<file path="src/inc/ccc_pins_defs.svh">
/*
  Constants for the clock chip control-pin block: bit positions,
  reset values and synchroniser depth.
  Assumes inclusion by bare name from the package or a design file.
*/
`ifndef CCC_PINS_DEFS_SVH
`define CCC_PINS_DEFS_SVH

// Address-select / chip-select shared pin
`define CCC_ADDR_BASE_RST      7'h68
`define CCC_IO_VDD_SEL_BIT     0
`define CCC_IO_VDD_SEL_ADDR    16'h0943
`define CCC_IO_VDD_SEL_RST     1'h0
`define CCC_SYNC_STAGES        2
`define CCC_REFSEL_W           2
`define CCC_REFSEL_RST         2'h0
`define CCC_SYNC_PULSE_CYC     4'h4

`endif

</file>
<file path="src/inc/ccc_pins_pkg.sv">
/*
  Types for the clock chip control-pin block.
  Assumes ccc_pins_defs.svh on the include path.
*/
`include "ccc_pins_defs.svh"

package ccc_pins_pkg;
  typedef enum logic {CCC_BUS_SPI, CCC_BUS_I2C} ccc_bus_mode_t;
  typedef enum logic [1:0] {CCC_ST_RESET, CCC_ST_RUN, CCC_ST_SLEEP} ccc_state_t;
endpackage

</file>
<file path="src/ccc_pins.sv">
/*
  Control and status pin logic of a multi-output clock device.
  Assumes every pin input is synchronous to clk after the two-flop
  stage here; the serial engine, PLL and dividers sit outside and
  read the qualified controls this block produces.
  Pin map of the synchroniser vector, low bit first: hardware reset,
  power-down, output enable, divider sync, serial select, then the
  reference select pins. Each stage resets to the level that the pin's
  internal pull gives it, so an open pin never looks like an edge.
  Limitation: every pin is seen two to three clocks late. The shared
  address / chip-select pin is therefore passed through raw, because the
  serial engine samples it on its own timing.
  The configuration write port is a plain strobe from the serial
  engine; only the signalling-level bit is held here.
  The manual-mode flag and the register-chosen reference come from
  inside the device and are already on this clock.
  The status sources are levels from the core on this clock as well.
*/
`timescale 1ns/1ps
`default_nettype none
`include "ccc_pins_defs.svh"

module ccc_pins
  import ccc_pins_pkg::*;
#(
  parameter int REFSEL_W = `CCC_REFSEL_W,     // Reference select width
  parameter int STAT_W   = 4                  // Number of status sources
) (
  input  wire logic                clk,                       // 125 MHz clock
  input  wire logic                rst_n,                     // Async reset, active low
  input  wire logic                hw_reset_n,                // Hardware reset pin
  input  wire logic                power_down_n,              // Power-down pin
  input  wire logic                output_enable_n,           // Output enable pin
  input  wire logic                divider_sync_n,            // Divider sync pin
  input  wire logic [REFSEL_W-1:0] ref_sel_pins,              // Reference select pins
  input  wire logic                manual_mode,               // Pin-controlled mode
  input  wire logic                serial_sel,                // 1 two-wire, 0 SPI
  input  wire logic                addr_low_or_chip_select_n, // Shared address / CS pin
  input  wire logic                pll_locked,                // PLL lock from core
  input  wire logic [STAT_W-1:0]   status_in,                 // Internal status sources
  input  wire logic                irq_clear,                 // Status read/clear pulse
  input  wire logic [15:0]         cfg_addr,                  // Serial register address
  input  wire logic [7:0]          cfg_wdata,                 // Serial write data
  input  wire logic                cfg_we,                    // Serial write strobe
  input  wire logic [REFSEL_W-1:0] ref_sel_reg,               // Register-chosen reference
  output logic                     bus_is_i2c,                // Serial mode
  output logic                     i2c_addr_bit0,             // Address bit 0
  output logic                     spi_chip_sel,              // SPI select, active high
  output logic                     irq_out_n,                 // Interrupt, active low
  output logic                     low_power,                 // Low-power mode
  output logic                     core_reset,                // Internal logic reset
  output logic                     clk_out_en,                // Clock outputs enable
  output logic                     lock_indicator,            // High when locked
  output logic                     divider_reset,             // Divider reset
  output logic [REFSEL_W-1:0]      ref_active,                // Active reference input
  output logic                     io_is_1v8                  // Pin signalling level
);

  localparam int NSYNC = 5 + REFSEL_W;

  logic [NSYNC-1:0] rawIn;
  logic [NSYNC-1:0] meta_q;
  logic [NSYNC-1:0] sync_q;
  assign rawIn = {ref_sel_pins, serial_sel, divider_sync_n,
                  output_enable_n, power_down_n, hw_reset_n};

  // Idle level of synchroniser stage idx: pulled-up pins rest high, the
  // output enable and reference select pins rest low. Both flops use it.
  function automatic logic pinIdleLevel(input int idx);
    logic lvl;
    lvl = 1'b0;
    case (idx)
      0, 1, 3, 4: lvl = 1'b1;
      default:    lvl = 1'b0;
    endcase
    return lvl;
  endfunction

  genvar gi;
  generate
    for (gi = 0; gi < NSYNC; gi++) begin : g_sync
      // Pull-up inputs idle high, pull-down inputs idle low
      localparam logic RST_V = pinIdleLevel(gi);
      always_ff @(posedge clk or negedge rst_n) begin
        if (!rst_n) begin
          meta_q[gi] <= RST_V;
          sync_q[gi] <= RST_V;
        end else begin
          // First flop may go metastable; only the second flop reads it
          meta_q[gi] <= rawIn[gi];
          sync_q[gi] <= meta_q[gi];
        end
      end
    end
  endgenerate

  // Name the settled pin levels; the reset pin is turned active high here
  // so that the state logic reads naturally
  logic hwRst;
  logic pdnSync;
  logic oeSyncN;
  logic syncSyncN;
  logic selSync;
  logic [REFSEL_W-1:0] refSync;
  assign hwRst     = ~sync_q[0];
  assign pdnSync   = sync_q[1];
  assign oeSyncN   = sync_q[2];
  assign syncSyncN = sync_q[3];
  assign selSync   = sync_q[4];
  assign refSync   = sync_q[NSYNC-1:5];

  // Device state, reset has priority over power-down
  ccc_state_t state_q;
  ccc_state_t state_d;
  always_comb begin
    state_d = state_q;
    unique case (state_q)
      // Leave reset straight into the mode that the power-down pin asks for
      CCC_ST_RESET: begin
        if (!hwRst) begin
          if (pdnSync) begin
            state_d = CCC_ST_RUN;
          end else begin
            state_d = CCC_ST_SLEEP;
          end
        end
      end
      // Normal operation
      CCC_ST_RUN: begin
        if (hwRst) begin
          state_d = CCC_ST_RESET;
        end else if (!pdnSync) begin
          state_d = CCC_ST_SLEEP;
        end
      end
      // Low-power mode; a hardware reset still takes over at once
      CCC_ST_SLEEP: begin
        if (hwRst) begin
          state_d = CCC_ST_RESET;
        end else if (pdnSync) begin
          state_d = CCC_ST_RUN;
        end
      end
      // The fourth code of the two-bit state cannot be reached; recover
      default: begin
        state_d = CCC_ST_RESET;
      end
    endcase
  end

  always_ff @(posedge clk or negedge rst_n) begin
    if (!rst_n) begin
      state_q <= CCC_ST_RESET;
    end else begin
      state_q <= state_d;
    end
  end

  logic regClr;
  assign regClr = (state_q == CCC_ST_RESET);
  assign core_reset = regClr;

  assign low_power = (state_q == CCC_ST_SLEEP);

  // A write during hardware reset is dropped rather than queued: the
  // reset would clear it anyway, and the host must rewrite the level
  // once the device is out of reset.
  // signalling level bit, cleared by hardware reset
  logic ioSel_q;
  logic cfgHit;
  assign cfgHit = cfg_we && (cfg_addr == `CCC_IO_VDD_SEL_ADDR) && !regClr;
  always_ff @(posedge clk or negedge rst_n) begin
    if (!rst_n) begin
      ioSel_q <= `CCC_IO_VDD_SEL_RST;
    end else if (regClr) begin
      ioSel_q <= `CCC_IO_VDD_SEL_RST;
    end else if (cfgHit) begin
      ioSel_q <= cfg_wdata[`CCC_IO_VDD_SEL_BIT];
    end
  end
  assign io_is_1v8 = ioSel_q;

  ccc_bus_mode_t busMode;
  assign busMode    = selSync ? CCC_BUS_I2C : CCC_BUS_SPI;
  assign bus_is_i2c = (busMode == CCC_BUS_I2C);

  // shared address / chip-select pin, passed raw for serial timing
  assign i2c_addr_bit0 = bus_is_i2c & addr_low_or_chip_select_n;
  assign spi_chip_sel  = ~bus_is_i2c & ~addr_low_or_chip_select_n;

  // Outputs come up one clock after the state reaches normal operation,
  // which keeps the enable free of decode glitches
  // output gating; registered so outputs never glitch
  logic outEn_q;
  always_ff @(posedge clk or negedge rst_n) begin
    if (!rst_n) begin
      outEn_q <= 1'b0;
    end else begin
      outEn_q <= (state_q == CCC_ST_RUN) && !hwRst && !oeSyncN;
    end
  end
  assign clk_out_en = outEn_q;

  // Forced low in reset so that the pin never claims lock while the
  // loop is being restarted
  // lock indicator
  logic lock_q;
  always_ff @(posedge clk or negedge rst_n) begin
    if (!rst_n) begin
      lock_q <= 1'b0;
    end else begin
      lock_q <= pll_locked && !regClr;
    end
  end
  assign lock_indicator = lock_q;

  // Holding the dividers in reset through a device reset means that they
  // all start from the same phase when the outputs come up
  // divider reset while sync low, also held during reset
  logic divRst_q;
  always_ff @(posedge clk or negedge rst_n) begin
    if (!rst_n) begin
      divRst_q <= 1'b1;
    end else begin
      divRst_q <= !syncSyncN || regClr;
    end
  end
  assign divider_reset = divRst_q;

  // The mode flag is internal and already on this clock; only the pins
  // need the synchroniser
  // reference choice: pins in manual mode, else register
  logic [REFSEL_W-1:0] ref_q;
  always_ff @(posedge clk or negedge rst_n) begin
    if (!rst_n) begin
      ref_q <= REFSEL_W'(`CCC_REFSEL_RST);
    end else if (regClr) begin
      ref_q <= REFSEL_W'(`CCC_REFSEL_RST);
    end else if (manual_mode) begin
      ref_q <= refSync;
    end else begin
      ref_q <= ref_sel_reg;
    end
  end
  assign ref_active = ref_q;

  // The lock indicator counts as a status source, so loss of lock also
  // raises the interrupt; changes during reset are not reported
  // status change detect; a new change wins over a clear
  logic [STAT_W:0] statPrev_q;
  logic [STAT_W:0] statNow;
  logic            irqPend_q;
  logic            statChg;
  assign statNow = {lock_q, status_in};
  assign statChg = (statNow != statPrev_q) && !regClr;
  always_ff @(posedge clk or negedge rst_n) begin
    if (!rst_n) begin
      statPrev_q <= '0;
      irqPend_q  <= 1'b0;
    end else begin
      statPrev_q <= statNow;
      if (regClr) begin
        irqPend_q <= 1'b0;
      end else if (statChg) begin
        irqPend_q <= 1'b1;
      end else if (irq_clear) begin
        irqPend_q <= 1'b0;
      end
    end
  end
  assign irq_out_n = ~irqPend_q;

endmodule // ccc_pins

`default_nettype wire

</file>
<file path="config.mk">
export PLATFORM = sky130hd
export DESIGN_NAME = ccc_pins
export DESIGN_NICKNAME = d
export VERILOG_FILES = /design/src/inc/ccc_pins_pkg.sv /design/src/ccc_pins.sv
export VERILOG_INCLUDE_DIRS = /design/src /design/src/inc
export SDC_FILE = /design/constraint.sdc
export NUM_CORES = 1
export LEC_CHECK = 0
export ABC_AREA = 1
export BUFFER_PORTS_ARGS = -buffer_cell sky130_fd_sc_hd__buf_2
export CAP_MARGIN = 20
export CORE_ASPECT_RATIO = 1.4
export CORE_MARGIN = 4
export CORE_UTILIZATION = 30
export CTS_BUF_LIST = sky130_fd_sc_hd__clkbuf_8
export DETAILED_ROUTE_END_ITERATION = 16
export HOLD_SLACK_MARGIN = 0.1
export PLACE_DENSITY_LB_ADDON = 0.15
export SLEW_MARGIN = 20
export SYNTH_ARGS = -nofsm -noshare
export SYNTH_HDL_FRONTEND = slang
export SYNTH_SLANG_ARGS = --single-unit
export TNS_END_PERCENT = 100
</file>
<file path="constraint.sdc">
create_clock -name clk -period 1.3 [get_ports clk]
set_input_delay 0.26 -clock clk [delete_from_list [all_inputs] [get_ports clk]]
set_output_delay 0.26 -clock clk [all_outputs]
set_load 0.01 [all_outputs]
</file>
# Word level (Yosys, flattened, before mapping)
# Index checks and enable logic that the tools add are counted.
# W data, S select, Z words.
# op_classes
bitwise_logic	5
reduce_logical	14
n_mux	15
eq_ne	7
# op_table
op	count
$eq A16 B12 Y1 const B	1
$mux W2	8
$logic_and A1 B1 Y1	6
$mux W1	6
$pmux W2 S3	1
$ne A5 B5 Y1	1
$logic_not A1 Y1	3
$ne A3 B2 Y1 const B	1
$ne A3 B3 Y1 const B	1
$not A1 Y1	3
$reduce_and A3 Y1	1
$reduce_bool A3 Y1	1
$and A1 B1 Y1	2
$eq A2 B1 Y1 const B	1
$eq A2 B2 Y1 const B	1
$logic_not A2 Y1	1
$ne A2 B2 Y1 const B	1
$reduce_bool A2 Y1	1
$logic_or A1 B1 Y1	1
# word_totals
input_bits	44
elab_cells	63
regBits	28
out_inout_bits	12

# Longest topological paths before layout
# Gate-level depths: netlist (run 1).
# logic_depth
ltp_word	5
mapped_depth	8
ltp_nobuf	8

# Worst setup path after synthesis (run 1)
# Ideal clock, no wire load.
# synth_path
path_kind	register -> register
start	register state_q[1]
end	register ioSel_q (netlist: io_is_1v8)
setup_slack_ns	0.360
path_stages_with_launch	5
arrival_ns	0.822
required_ns	1.182
cell_sequence	dfrtp_1 > nor2_2 > inv_2 > nand4_1 > nand2_1
# synth_between
elab_chain_cells	4
word_cells_on_any_way	5
# synth_lines
item	line_no	source
from (decl)	ccc_pins.sv:113	ccc_state_t state_q;
from (signal assigned)	ccc_pins.sv:155	state_q <= state_d;
$logic_not A2 Y1 *	ccc_pins.sv:160	assign regClr = (state_q == CCC_ST_RESET);
net core_reset	ccc_pins.sv:51	output logic core_reset,
$logic_not A1 Y1	ccc_pins.sv:171	assign cfgHit = cfg_we && (cfg_addr == `CCC_IO_VDD_SEL_ADDR) && !regClr;
$logic_and A1 B1 Y1	ccc_pins.sv:171	
$reduce_bool A2 Y1 (no line)	--	
to (signal assigned)	ccc_pins.sv:174	ioSel_q <= `CCC_IO_VDD_SEL_RST;
to (signal assigned)	ccc_pins.sv:176	ioSel_q <= `CCC_IO_VDD_SEL_RST;
to (signal assigned)	ccc_pins.sv:178	ioSel_q <= cfg_wdata[`CCC_IO_VDD_SEL_BIT];
to (decl)	ccc_pins.sv:169	logic ioSel_q;
# Mark *: on every way through the listed nets, which the timed path passes. The rest lies on a longest branch.
# A chain may end at the register's enable or synchronous reset.

# Worst setup path after layout (run 1)
# layout_path
start	register sync_q[4] (netlist: selSync)
end	output port i2c_addr_bit0
# layout_between
elab_chain_cells	2
# layout_lines
item	line_no	source
from (decl)	ccc_pins.sv:63	logic [NSYNC-1:0] sync_q;
from (signal, indexed assignment)	ccc_pins.sv:91	sync_q[gi] <= meta_q[gi];
$mux W1	ccc_pins.sv:184	assign busMode = selSync ? CCC_BUS_I2C : CCC_BUS_SPI;
$and A1 B1 Y1	ccc_pins.sv:188	assign i2c_addr_bit0 = bus_is_i2c & addr_low_or_chip_select_n;
to (decl)	ccc_pins.sv:47	output logic i2c_addr_bit0,
# No other way between the ends.

==> results.txt, run 1 <==
The run finished with clean final reports. The H-tree level count was 1; the antenna diode instance count was 0. The root buffer cell chosen for the clock tree is sky130_fd_sc_hd__clkbuf_8. The logs give 0.847 nW for the leakage power summed over all cells and 268 um2 for the multi-input logic area. The warning count from the yosys run is 0, and the data required time at the worst endpoint is 1.04 ns. For the via count of the first global-routing pass, the log shows 875. The post-layout minimum cycle time is 1.28 ns. Kind of end point of the critical path: an output pin.

After technology mapping, the gate count stands at 114. For the routability congestion estimate from global placement, the log shows 0.678. The clock passes through at most 2 buffers. The most used flip-flop cell after synthesis is sky130_fd_sc_hd__dfrtp_1. In this run the critical register-to-register path is launched from state_q[0]. The cell-internal power came out at 0.00124 W. Setup violations remaining at the end of the flow were counted as 0. The logs give 0.313 for the starting density of the core and 886 for the total number of vias. A synthesized cell averages 9.36 um2. The combined global-route utilization of all metal layers is 0.0959, and the number of endpoints with negative hold slack in the final report is 0.

Width of the die: 58.4 um. The proportion of register bits with asynchronous set or reset after synthesis works out to 1.00. The proportion of synthesized chip area in sequential cells is 0.667, and the number of violations of the max-capacitance limit is 0. The run gives 0.128 as the share of power burned in combinational logic.

The number of unique standard cell types used by synthesis is 16. Along the worst path, the maximum fanout reaches 3. The post-route core utilization is 0.443. The number of clock sinks was 28; the switching power as a share of total power was 0.226. The logs give 25 for the number of cell rows and 1.54 mm for the final HPWL from detailed placement.

Sequential fraction of design power: 0.589. The depth of the worst hold-timing path is 1. The endpoint identified for the worst register-to-register timing path is ref_active[0].

The run gives 713 um2 as the total area of sequential cells. The launching element type of the critical path was a flop. The type of the setup path with the least slack is flop to output pin. The first global-routing pass estimated 3.37 mm of wire. Counting the fill cells in the layout gives 341.

The logs give 0 for the final number of max-transition violations and 56 for the count of pins on the block boundary. For the pin with the worst max-slew slack, the measured transition is 0.601 ns. Across all setup checks in the final design, the least slack found is 0.0194 ns. The detail route stage leaves a number of antenna-violating nets equal to 0. The tightest min-delay check is of the input port to flop type.

Traced cell by cell, the critical path runs through nand2_2, inv_1, buf_2. The worst hold path begins at status_in[1]. Number of synthesized flops with an enable pin: 0. The initial antenna violation count is 0, and the total design power is 0.00161 W.

TritonCTS built the clock tree. Clock tree synthesis inserted a total of 3 buffers. The setup slack of the worst register-to-register path was 0.30 ns; the switching component of the power was 0.000364 W.

The clock share of power came out at 0.282. The die covers 0.00459 mm2. Fraction of the cycle the final worst path needs: 0.985. Post-placement worst setup slack: 0.254 ns.

The logs give 0.599 for the headroom to the max-slew limit and 781 MHz for the achievable clock frequency. In this design, the stage delay of the slowest critical-path cell is 0.55 ns. The number of cell instances on the worst register-to-register path works out to 5.

Setup repair after global routing could not meet its margin everywhere. The area growth from synthesis to layout is 41.4%. Setup TNS: 0 ns. Summed over all layers, the routed wires come to 2.01 mm.

The worst hold path terminates at statPrev_q[1]. Across the VDD grid, the largest voltage drop is 819 uV. After the first detailed-routing iteration, the DRC count stood at 19.

The mapped netlist covers 0.00107 mm2. The final clock skew was 0.00169 ns. The DRC violation count after routing was 0; the synthesis-stage register bit count was 28. For this design the ratio of total power to cell area is 1070 mW/mm2.

The logs give 0.27 ns for the clock latency on the worst-skew pair and 158 for the synthesized netlist net count. The share of post-route cells with drive strength above 1 is 0.392. For this run, the detailed router's first-pass iteration total came to 2. Number of vias per cell after detailed routing: 4.10. The average routed wire per standard cell was 9.29 um; the pin count of the biggest net entering global routing was 29. The floorplan step set the die height to 78.6 um. For this design, the slowest cell found on the critical path is sky130_fd_sc_hd__dfstp_2. After clock tree synthesis, the clock-pin slew on the worst setup and hold paths is 0.09 ns. At the end of the flow, the number of nets in the layout was 221. At the worst endpoint, the arrival time is 1.02 ns. The run gives 0.00341 mm2 as the total core area. For this run the aggregate overflow at the end of global routing stands at 0. Final hold analysis gives a worst-case slack of 0.119 ns. Port buffering added 48 buffers.
[area by class of cell]
cell class              count  share of cell area
clock buffers               3              0.0274
clock inverters             1             0.00249
inverters                  26              0.0647
multi-input cells          60               0.177
flip-flops and latches     28               0.473
well taps                  40              0.0332
repair buffers             58               0.222
[per-stage QoR]
stage | instances | instance area (um2)
3_5_place_dp | 202 | 1360
6_report | 216 | 1510
2_1_floorplan | 114 | 1070
4_1_cts | 214 | 1490
5_1_grt | 216 | 1510
3_3_place_gp | 202 | 1360
[synth_stat cells, types with 2 or more instances]
| master | count | area (um2) |
|---|---|---|
| sky130_fd_sc_hd__dfrtp_1 | 19 | 475 |
| sky130_fd_sc_hd__nor3_1 | 2 | 10.0 |
| sky130_fd_sc_hd__nand2_1 | 23 | 86.3 |
| sky130_fd_sc_hd__nand3_1 | 3 | 15.0 |
| sky130_fd_sc_hd__inv_1 | 24 | 90.1 |
| sky130_fd_sc_hd__o21ai_1 | 2 | 10.0 |
| sky130_fd_sc_hd__nor2_1 | 21 | 78.8 |
| sky130_fd_sc_hd__dfstp_2 | 9 | 236 |
| sky130_fd_sc_hd__a21oi_1 | 3 | 15.0 |
| sky130_fd_sc_hd__inv_2 | 2 | 7.51 |
[layout by cell type (no fill, tap or decap), drive strengths merged]
cell         instances
inv                 27
a21oi                3
clkbuf               3
nand2               23
or2                  2
dfrtp               19
nor2                22
buf                 50
nand4                1
dlygate4sd3          8
o21ai                3
nand3                3
xor2                 1
dfstp                9
nor3                 2
[flip-flops by register name, indices dropped and copies added (netlist names)]
signal	count
meta_q	7
io_is_1v8	1
syncSyncN	1
pdnSync	1
ref_active	2
refSync	2
irqPend_q	1
statPrev_q	5
divider_reset	1
sync_q	1
state_q	2
clk_out_en	1
lock_indicator	1
oeSyncN	1
selSync	1
[logic make-up (layout without fill, tap and decap cells)]
logic type | Yosys count | after routing | synth area share
AOI/OAI and AO/OA | 6 | 6 | 0.0317
xor gates and xnor gates | 1 | 1 | 0.00821
buffers and inverters | 26 | 88 | 0.0914
DFF | 28 | 28 | 0.667
and+or+nand+nor | 53 | 53 | 0.202
[power groups by stage]
stage / sequential, W / combinational, W / clock [W]
floorplan: 0.000966 / 0.0000678 / 0
global placement: 0.000961 / 0.000175 / 0
detailed placement: 0.000962 / 0.000184 / 0
CTS: 0.000947 / 0.000203 / 0.000485
global route: 0.000953 / 0.000237 / 0.000514
finish: 0.000947 / 0.000206 / 0.000454
[what timing repair did]
action,4_1_cts,5_1_grt
buffers inserted,0,2
hold buffers,8,0
gates resized for setup,1,3
hold endpoints to repair,26,0
pin swaps,1,1
setup endpoints to repair,2,3
[worst max path at each step]
stage | start | cells after the start | slack, ns | to
6_report | selSync | 3 | 0.02 | i2c_addr_bit0
4_1_cts | state_q[1] | 2 | -0.001 | core_reset
2_1_floorplan | state_q[1] | 4 | 0.36 | io_is_1v8
3_3_place_gp | state_q[1] | 2 | 0.27 | core_reset
5_1_grt | selSync | 3 | -0.04 | i2c_addr_bit0
3_5_place_dp | state_q[1] | 2 | 0.25 | core_reset
[layer usage]
layer,GRT usage,up-vias,wire length (um)
met2,0.170,28,1070
met3,0.0214,4,142
li1,-,453,-
met4,0.0557,0,42
met5,0,-,0
met1,0.0999,401,755
[worst max-delay path: cells and delay by family, from the launching register on]
kind / cells / cell delay (ns)
buffers and inverters: 2 / 0.16
flip-flops: 1 / 0.55
AND/OR/NAND/NOR: 1 / 0.05
Note: power is estimated with default switching activity, not from simulation.
==> run 2, diff against run 1 <==
--- a/config.mk
+++ b/config.mk
@@ -16,7 +16,6 @@
 export DETAILED_ROUTE_END_ITERATION = 16
 export HOLD_SLACK_MARGIN = 0.1
 export PLACE_DENSITY_LB_ADDON = 0.15
-export SLEW_MARGIN = 20
 export SYNTH_ARGS = -nofsm -noshare
 export SYNTH_HDL_FRONTEND = slang
 export SYNTH_SLANG_ARGS = --single-unit
==> constraint.sdc (replaced) <==
create_clock -name clk -period 1.3 [get_ports clk]
set_input_delay 0 -clock clk [delete_from_list [all_inputs] [get_ports clk]]
set_output_delay 0 -clock clk [all_outputs]
set_load 0.01 [all_outputs]
==> run 2 against run 1 <==
Net effect:
- power grew 13%
- maximum frequency increased by 20%
- cell count increased by 3.7%
- non-clock buffer count increased by 8
- count of clock-buffer cells in the layout stayed put
- clock power rose by 45%
- global-route usage up 0.18 points
- die area did not move
- sequential power is essentially flat
- critical path type unchanged
- largest cell class unchanged
- largest power group unchanged
==> results.txt, run 2 (synthesis gave the netlist of run 1 again) <==
The run gives 0 as the post-detailed-route count of antenna-violating nets. Row generation in the floorplan step produced 25 rows. The data required time at the worst endpoint was 1.30 ns; the post-layout minimum cycle time was 1.07 ns. The number of fill cells in the layout is 320, and the number of endpoints with negative hold slack in the final report is 0.

In this run the vertical extent of the chip is 78.6 um. The post-CTS resize count came out at 0. Data arrives at the worst endpoint at 1.07 ns. Clock root buffer: sky130_fd_sc_hd__clkbuf_8. The combined buffer and inverter count along the critical path was 1; the fraction of the cycle the final worst path needs was 0.820. In the routed design, unresolved DRC markers number 0. The signal on the critical path passes through nor2_2, buf_2. The leakage power summed over all cells came out at 0.888 nW.

TritonCTS created 3 clock buffers. The run gives 25 as the violation count after the first detailed-routing iteration. First-pass GRT wire length: 3.52 mm. The routing usage on met1 came out at 0.0929. The number of buffer cells added on primary ports was 48; the actual transition at the worst max-transition pin was 0.584 ns.

In this run the power density over the cells is 1130 mW/mm2. For the met2 capacity usage during global routing, the log shows 0.194. After legalization and detailed placement, the total HPWL measured 1.55 mm. The type of the setup path with the least slack was flop to output pin. For the worst-skew pair, the clock arrives at the later sink with an insertion delay of 0.27 ns. The H-tree level count came out at 1. The library cells used most frequently in the layout, excluding fill and tap cells, are 48 x sky130_fd_sc_hd__buf_2, 24 x sky130_fd_sc_hd__inv_1, 23 x sky130_fd_sc_hd__nand2_1. VDD sags by at most 1020 uV. The logs give 0 for the aggregate global routing overflow and 712 um2 for the total area of sequential cells. The largest registers in the layout are meta_q (7), statPrev_q (5). Setup repair after global routing left no endpoint under its margin. Summing all multi-input logic gate instances after layout gives 258 um2. TritonCTS built the clock tree. The average routed wire per standard cell was 8.93 um. For the headroom to the max-slew limit, the log shows 0.611. At the end of the flow, the number of nets in the layout was 229. After routing, the total negative slack on setup checks comes to 0 ns.

The clock transition at the register clock pins on the worst setup and hold paths after CTS is 0.09 ns, and the met3 demand-to-capacity share in global routing is 0.0164. Ranked by flip-flop count, first place goes to meta_q. Setup violations remaining at the end of the flow were counted as 0. The via count of the first global-routing pass came out at 946.

For the number of violations of the max-capacitance limit, the log shows 0. After global routing, the most crowded layer is met2. During I/O placement, the number of pins put on the boundary was 56. Leaving out fill and tap cells, the most frequent cell in the layout is sky130_fd_sc_hd__buf_2. The final number of max-transition violations was 0. On the worst path, the slowest cell contributes a delay of 0.42 ns. For the final clock skew, the log shows 0.00448 ns.

The class of the tightest hold or removal check was input port to flop. Measured along the x axis, the die boundary spans 58.4 um. The tools report the kind of end point of the critical path as an output pin.

The run finished with clean final reports. For this run, the detailed router's first-pass iteration total came to 2. The run gives 0.00182 W as the total design power.

Cell at the slowest stage of the critical path: sky130_fd_sc_hd__dfrtp_1. The total number of vias was 916. Using the TritonRoute via totals, the vias-per-cell ratio works out to 4.09.

The launching element type of the critical path is a flop. The congestion estimate from routability-driven global placement came to 0.652. The repair_antennas step left the layout with diodes totalling 0. The run gives 0.472 as the post-route core utilization.

The area growth from synthesis to layout is 50.8%. The floorplan step defined a die boundary enclosing 0.00459 mm2. The clock passes through at most 2 buffers.

The combined global-route utilization of all metal layers was 0.0977; the maximum net fanout on the critical path was 4. The logs give 0 for the initial antenna violation count and 2.00 mm for the total wire length after detailed routing. After floorplanning, the core was sized to cover 0.00341 mm2. For the achievable clock frequency, the log shows 938 MHz. Pin count of the biggest net entering global routing: 29.

The critical path's top delay family was flip-flops. The share of post-route cells with drive strength above 1 was 0.353. For the starting density of the core, the log shows 0.313.

The register with the most flip-flops in the layout has 7 of them. The number of clock sinks is 28. Post-CTS timing repair inserted 0 buffers for setup.
[run 2: cell type report]
| class | count | area share |
|---|---|---|
| flip-flops and latches | 28 | 0.442 |
| repair buffers | 66 | 0.261 |
| multi-input cells | 60 | 0.160 |
| inverters | 26 | 0.0607 |
| well taps | 40 | 0.0311 |
| clock buffers | 3 | 0.0257 |
| clock inverters | 1 | 0.0187 |
[run 2: worst register-to-register path, delay by kind of cell, from the launching register on]
kind / cells / cell delay [ns]
buf+inv: 1 / 0.09
simple gates: 3 / 0.35
flops: 1 / 0.42
[run 2: power breakdown]
part	switching [W]	internal [W]
logic	0.000102	0.000116
clock network	0.000246	0.000412
registers	0.0000184	0.000927
[run 2: what timing repair did]
action	4_1_cts	5_1_grt
endpoints found under the hold margin	34	0
hold buffers	18	0
setup endpoints to repair	0	0
[run 2: final timing paths]
check,startpoint,end,slack [ns],cells past startpoint
max,state_q[1],core_reset,0.23,2
min,cfg_addr[8],io_is_1v8,0.14,7
max reg2reg,state_q[1],io_is_1v8,0.34,4
min reg2reg,meta_q[5],refSync[0],0.35,0
max in group asynchronous,rst_n,statPrev_q[0],0.65,2
min in group asynchronous,rst_n,statPrev_q[3],0.26,2
[run 2: layer usage]
layer / up-vias / wire, um
li1: 470 / -
met1: 414 / 729
met2: 28 / 1100
met3: 4 / 145
met4: 0 / 26
met5: - / 0
[run 2: metrics by stage]
step	hold slack, ns	std cells	worst slack, ns	area [um2]
after global routing	0.180	224	0.164	1610
after global placement	0.0325	202	0.366	1360
after detailed placement	0.0411	202	0.332	1360
final	0.144	224	0.234	1610
after floorplan	-0.296	114	0.360	1070
after CTS	0.145	224	0.214	1610
==> run 3, diff against run 2 <==
--- a/config.mk
+++ b/config.mk
@@ -6,7 +6,7 @@
 export SDC_FILE = /design/constraint.sdc
 export NUM_CORES = 1
 export LEC_CHECK = 0
-export ABC_AREA = 1
+export ABC_AREA = 0
 export BUFFER_PORTS_ARGS = -buffer_cell sky130_fd_sc_hd__buf_2
 export CAP_MARGIN = 20
 export CORE_ASPECT_RATIO = 1.4
==> constraint.sdc (replaced) <==
create_clock -name clk -period 0.9 [get_ports clk]
set_input_delay 0 -clock clk [delete_from_list [all_inputs] [get_ports clk]]
set_output_delay 0 -clock clk [all_outputs]
set_load 0.01 [all_outputs]
==> run 3 against run 2 <==
Net effect:
- the flow now finishes with violations (setup timing)
- design area grew 0.16%
- clock skew grew 0.0018 ns
- clock power increased by 46%
- largest power group unchanged
- count of clock-buffer cells in the layout did not move
- largest cell class unchanged
- sequential share of layout area increased by 0.086 points
- synthesized area is 11% lower
- die area down 9.6%
==> results.txt, run 3 <==
The largest register by flop count was meta_q. The aggregate global routing overflow came out at 0. The combined global-route utilization of all metal layers came out at 0.104. The leakage power summed over all cells is 0.783 nW. Among all cell types in the netlist, the one instantiated most often is sky130_fd_sc_hd__dfrtp_1. The largest registers in the layout are meta_q (7), statPrev_q (5). The die is 55.6 um wide. Setup violations remaining at the end of the flow were counted as 9. The maximum net fanout on the critical path is 3. The count of nets left with antenna violations once routing finished came out at 0. In this run the vertical extent of the chip is 74.6 um. 56 I/O pins were placed.

The later pin in the worst-skew pair is clocked with a latency of 0.27 ns. Leaving out fill and tap cells, the most frequent cells in the layout are 43 x sky130_fd_sc_hd__buf_2, 19 x sky130_fd_sc_hd__dlygate4sd3_1, 17 x sky130_fd_sc_hd__dfrtp_1. From synthesis to final layout, the design area changed by 69.5%. After the first detailed-routing iteration, the DRC count stood at 19. The number of synthesized flops with an enable pin is 0. Dividing the detail-routed via count by the number of cells gives 4.22. Including well taps, the total number of placed cells is 148. The tools report the sequential fraction of design power as 0.512. The run finished, with violations left.

In the synthesized netlist the dominant register cell turns out to be sky130_fd_sc_hd__dfrtp_1. The worst hold path belongs to the class input port to flop. The achievable clock frequency is 956 MHz, and the per-instance average area after synthesis is 15.6 um2. The library cell used most frequently in the layout, excluding fill and tap cells, is sky130_fd_sc_hd__buf_2. Counting the fill cells in the layout gives 269. The via count of the first global-routing pass was 784. The post-route core utilization is 0.544, and the proportion of synthesized chip area in sequential cells is 0.749.

The data required time at the worst endpoint is 0.90 ns. The type of the setup path with the least slack was flop to output pin. The largest individual stage delay along the critical path comes from the cell sky130_fd_sc_hd__dfstp_2. The clock share of power is 0.358, and the synthesized netlist net count is 105. Actual transition at the worst max-transition pin: 0.332 ns.

STA classifies the critical path startpoint as a flop. Worst endpoint data arrival time: 1.05 ns. The final reports fail on setup timing.

The H-tree level count was 1; the power density over cell area was 1670 mW/mm2. TritonCTS built the clock tree. The longest clock path from root to sink contains 2 buffers. During synthesis, Yosys emitted a total of 0 warnings. After clock tree synthesis, the clock-pin slew on the worst setup and hold paths is 0.09 ns. The die covers 0.00415 mm2. The run gives 0.00627 ns as the final clock skew. The register with the most flip-flops in the layout has 7 of them.

Buffers inserted during clock tree synthesis total 3. Max-cap violations in this run came to 0. At the end of routability-driven placement, the weighted congestion stood at 0.737. The proportion of register bits with asynchronous set or reset after synthesis was 1.00. The post-layout minimum cycle time works out to 1.05 ns. For the cts-stage hold buffer count, the log shows 19. The count of nets after finishing was 180.

Dividing the detail-routed wire length by the instance count gives 12.1 um. The tools report the final number of max-transition violations as 0. The number of endpoints with negative hold slack in the final report was 0. The area share of the leading cell type in the synthesized netlist is 0.500.

Summed over all nets, the switching power comes to 0.000537 W. The switching power as a share of total power is 0.200, and the first-pass GRT wire length is 3.41 mm. Worst setup slack after layout: -0.146 ns. For the cell area after synthesis, the log shows 951 um2. The fraction of the cycle the final worst path needs is 1.16.

STA classifies the critical path endpoint as an output pin. The logs give 0.321 for the starting density of the core and 1340 uV for the maximum resistive drop on vdd. Dominant cell type by area after synthesis: sky130_fd_sc_hd__dfrtp_1. Counting instances in the post-synthesis netlist gives the leading cell types as 19 x sky130_fd_sc_hd__dfrtp_1, 9 x sky130_fd_sc_hd__dfstp_2, 6 x sky130_fd_sc_hd__nor2_1, 3 x sky130_fd_sc_hd__mux2i_1, 3 x sky130_fd_sc_hd__xnor2_1. The share of post-route cells with drive strength above 1 is 0.585, and the antenna diode instance count is 0. The signal on the critical path passes through and2_1, buf_2.

The share of power burned in combinational logic is 0.130, and the cell-internal power is 0.00215 W. The logs give 23 for the number of cell rows and 29 for the pin count of the biggest net entering global routing. The DRC violation count after routing came out at 0. Yosys mapped the design onto 21 distinct sky130hd cell types. The stage delay of the slowest cell on the critical path is 0.54 ns. The count of TritonRoute iterations in the first routing pass was 2; the number of clock sinks was 28. Wires add up to 2.07 mm. The initial antenna violation count is 0.

The non-filler instance count after layout was 172. In this run the standard cell core region covers 0.00296 mm2. Setup repair after global routing could not meet its margin everywhere.

For this block, the via count after detailed routing is 726. Synthesis inferred 28 register bits. The headroom to the max-slew limit came out at 0.778.

In the post-synthesis netlist, the biggest area contributors are sky130_fd_sc_hd__dfrtp_1 50%, sky130_fd_sc_hd__dfstp_2 25%, sky130_fd_sc_hd__mux2i_1 3.2%. The tools report the clock root buffer as sky130_fd_sc_hd__clkbuf_8. The cell count after synthesis came out at 61. Input and output buffers added on the ports amount to 48.
## run 3: cell types whose count changed after synthesis, sizes merged, moves of 2 or more
cell,change
or2,-2
xnor2,+3
nor2b,+2
mux2i,+3
nand2,-21
nand3,-3
and3,+2
nor2,-16
nor4b,+2
inv,-25
a21oi,-3
## run 3: stage by stage
step	setup TNS, ns	hold slack (ns)	area, um2	setup WS [ns]	power [W]
after floorplan	-0.00857	-0.296	953	-0.00857	0.00147
after global placement	-0.0498	0.00708	1250	-0.0334	0.00162
after detailed placement	-0.111	0.0171	1250	-0.0863	0.00163
after CTS	-0.700	0.0348	1570	-0.160	0.00270
after global routing	-1.25	0.0773	1610	-0.200	0.00283
final	-0.649	0.0572	1610	-0.146	0.00268
## run 3: cell type report
class	instances	area, um2	area share
Tap cell	37	46.3	0.0287
Clock inverter	1	30.0	0.0186
Timing Repair Buffer	70	492	0.305
Multi-Input combinational cell	32	284	0.176
Sequential cell	28	714	0.443
Clock buffer	3	41.3	0.0256
Inverter	1	3.75	0.00233
## run 3: kinds of logic after synthesis
family,after synthesis,synth area share
multiplexers,3,0.0316
AND/OR/NAND/NOR,20,0.145
AO/OA/AOI/OAI,4,0.0250
flip-flops,28,0.749
buffers and inverters,1,0.00394
XOR/XNOR,5,0.0461
## run 3: routing by layer
metal	vias to the layer above	share of wire	GRT usage
met5	-	0	0
met4	0	0.0092	0.0568
met3	2	0.091	0.0360
met2	33	0.54	0.188
met1	335	0.36	0.107
li1	356	-	-
## run 3: worst paths after layout
check                         startpoint       endpoint  slack (ns)  cells after the start
min                         cfg_addr[12]      io_is_1v8        0.06                      4
max in group asynchronous          rst_n      meta_q[4]        0.36                      3
max                              selSync  i2c_addr_bit0       -0.15                      2
min in group asynchronous          rst_n      meta_q[2]        0.24                      3
min reg2reg                    meta_q[2]        oeSyncN        0.36                      0
max reg2reg                statPrev_q[3]      irqPend_q       -0.08                      4
## run 3: what timing repair did
item                       CTS  global route
setup buffers                3             0
setup endpoints to repair   12            15
resized for setup           10            12
pin swaps                    4             8
hold endpoints to repair    43             1
## run 3: critical path, delay by kind of cell (launching register included)
kind / cells / cell delay (ns)
buffers and inverters: 1 / 0.12
flip-flops: 1 / 0.54
AND/OR/NAND/NOR: 1 / 0.11
## run 3: power by group through the flow
stage | clock network, W | logic (W) | registers (W)
final | 0.000961 | 0.000349 | 0.00137
after global routing | 0.00106 | 0.000386 | 0.00138
after CTS | 0.000992 | 0.000331 | 0.00137
after detailed placement | 0 | 0.000237 | 0.00139
after global placement | 0 | 0.000232 | 0.00139
after floorplan | 0 | 0.0000706 | 0.00140
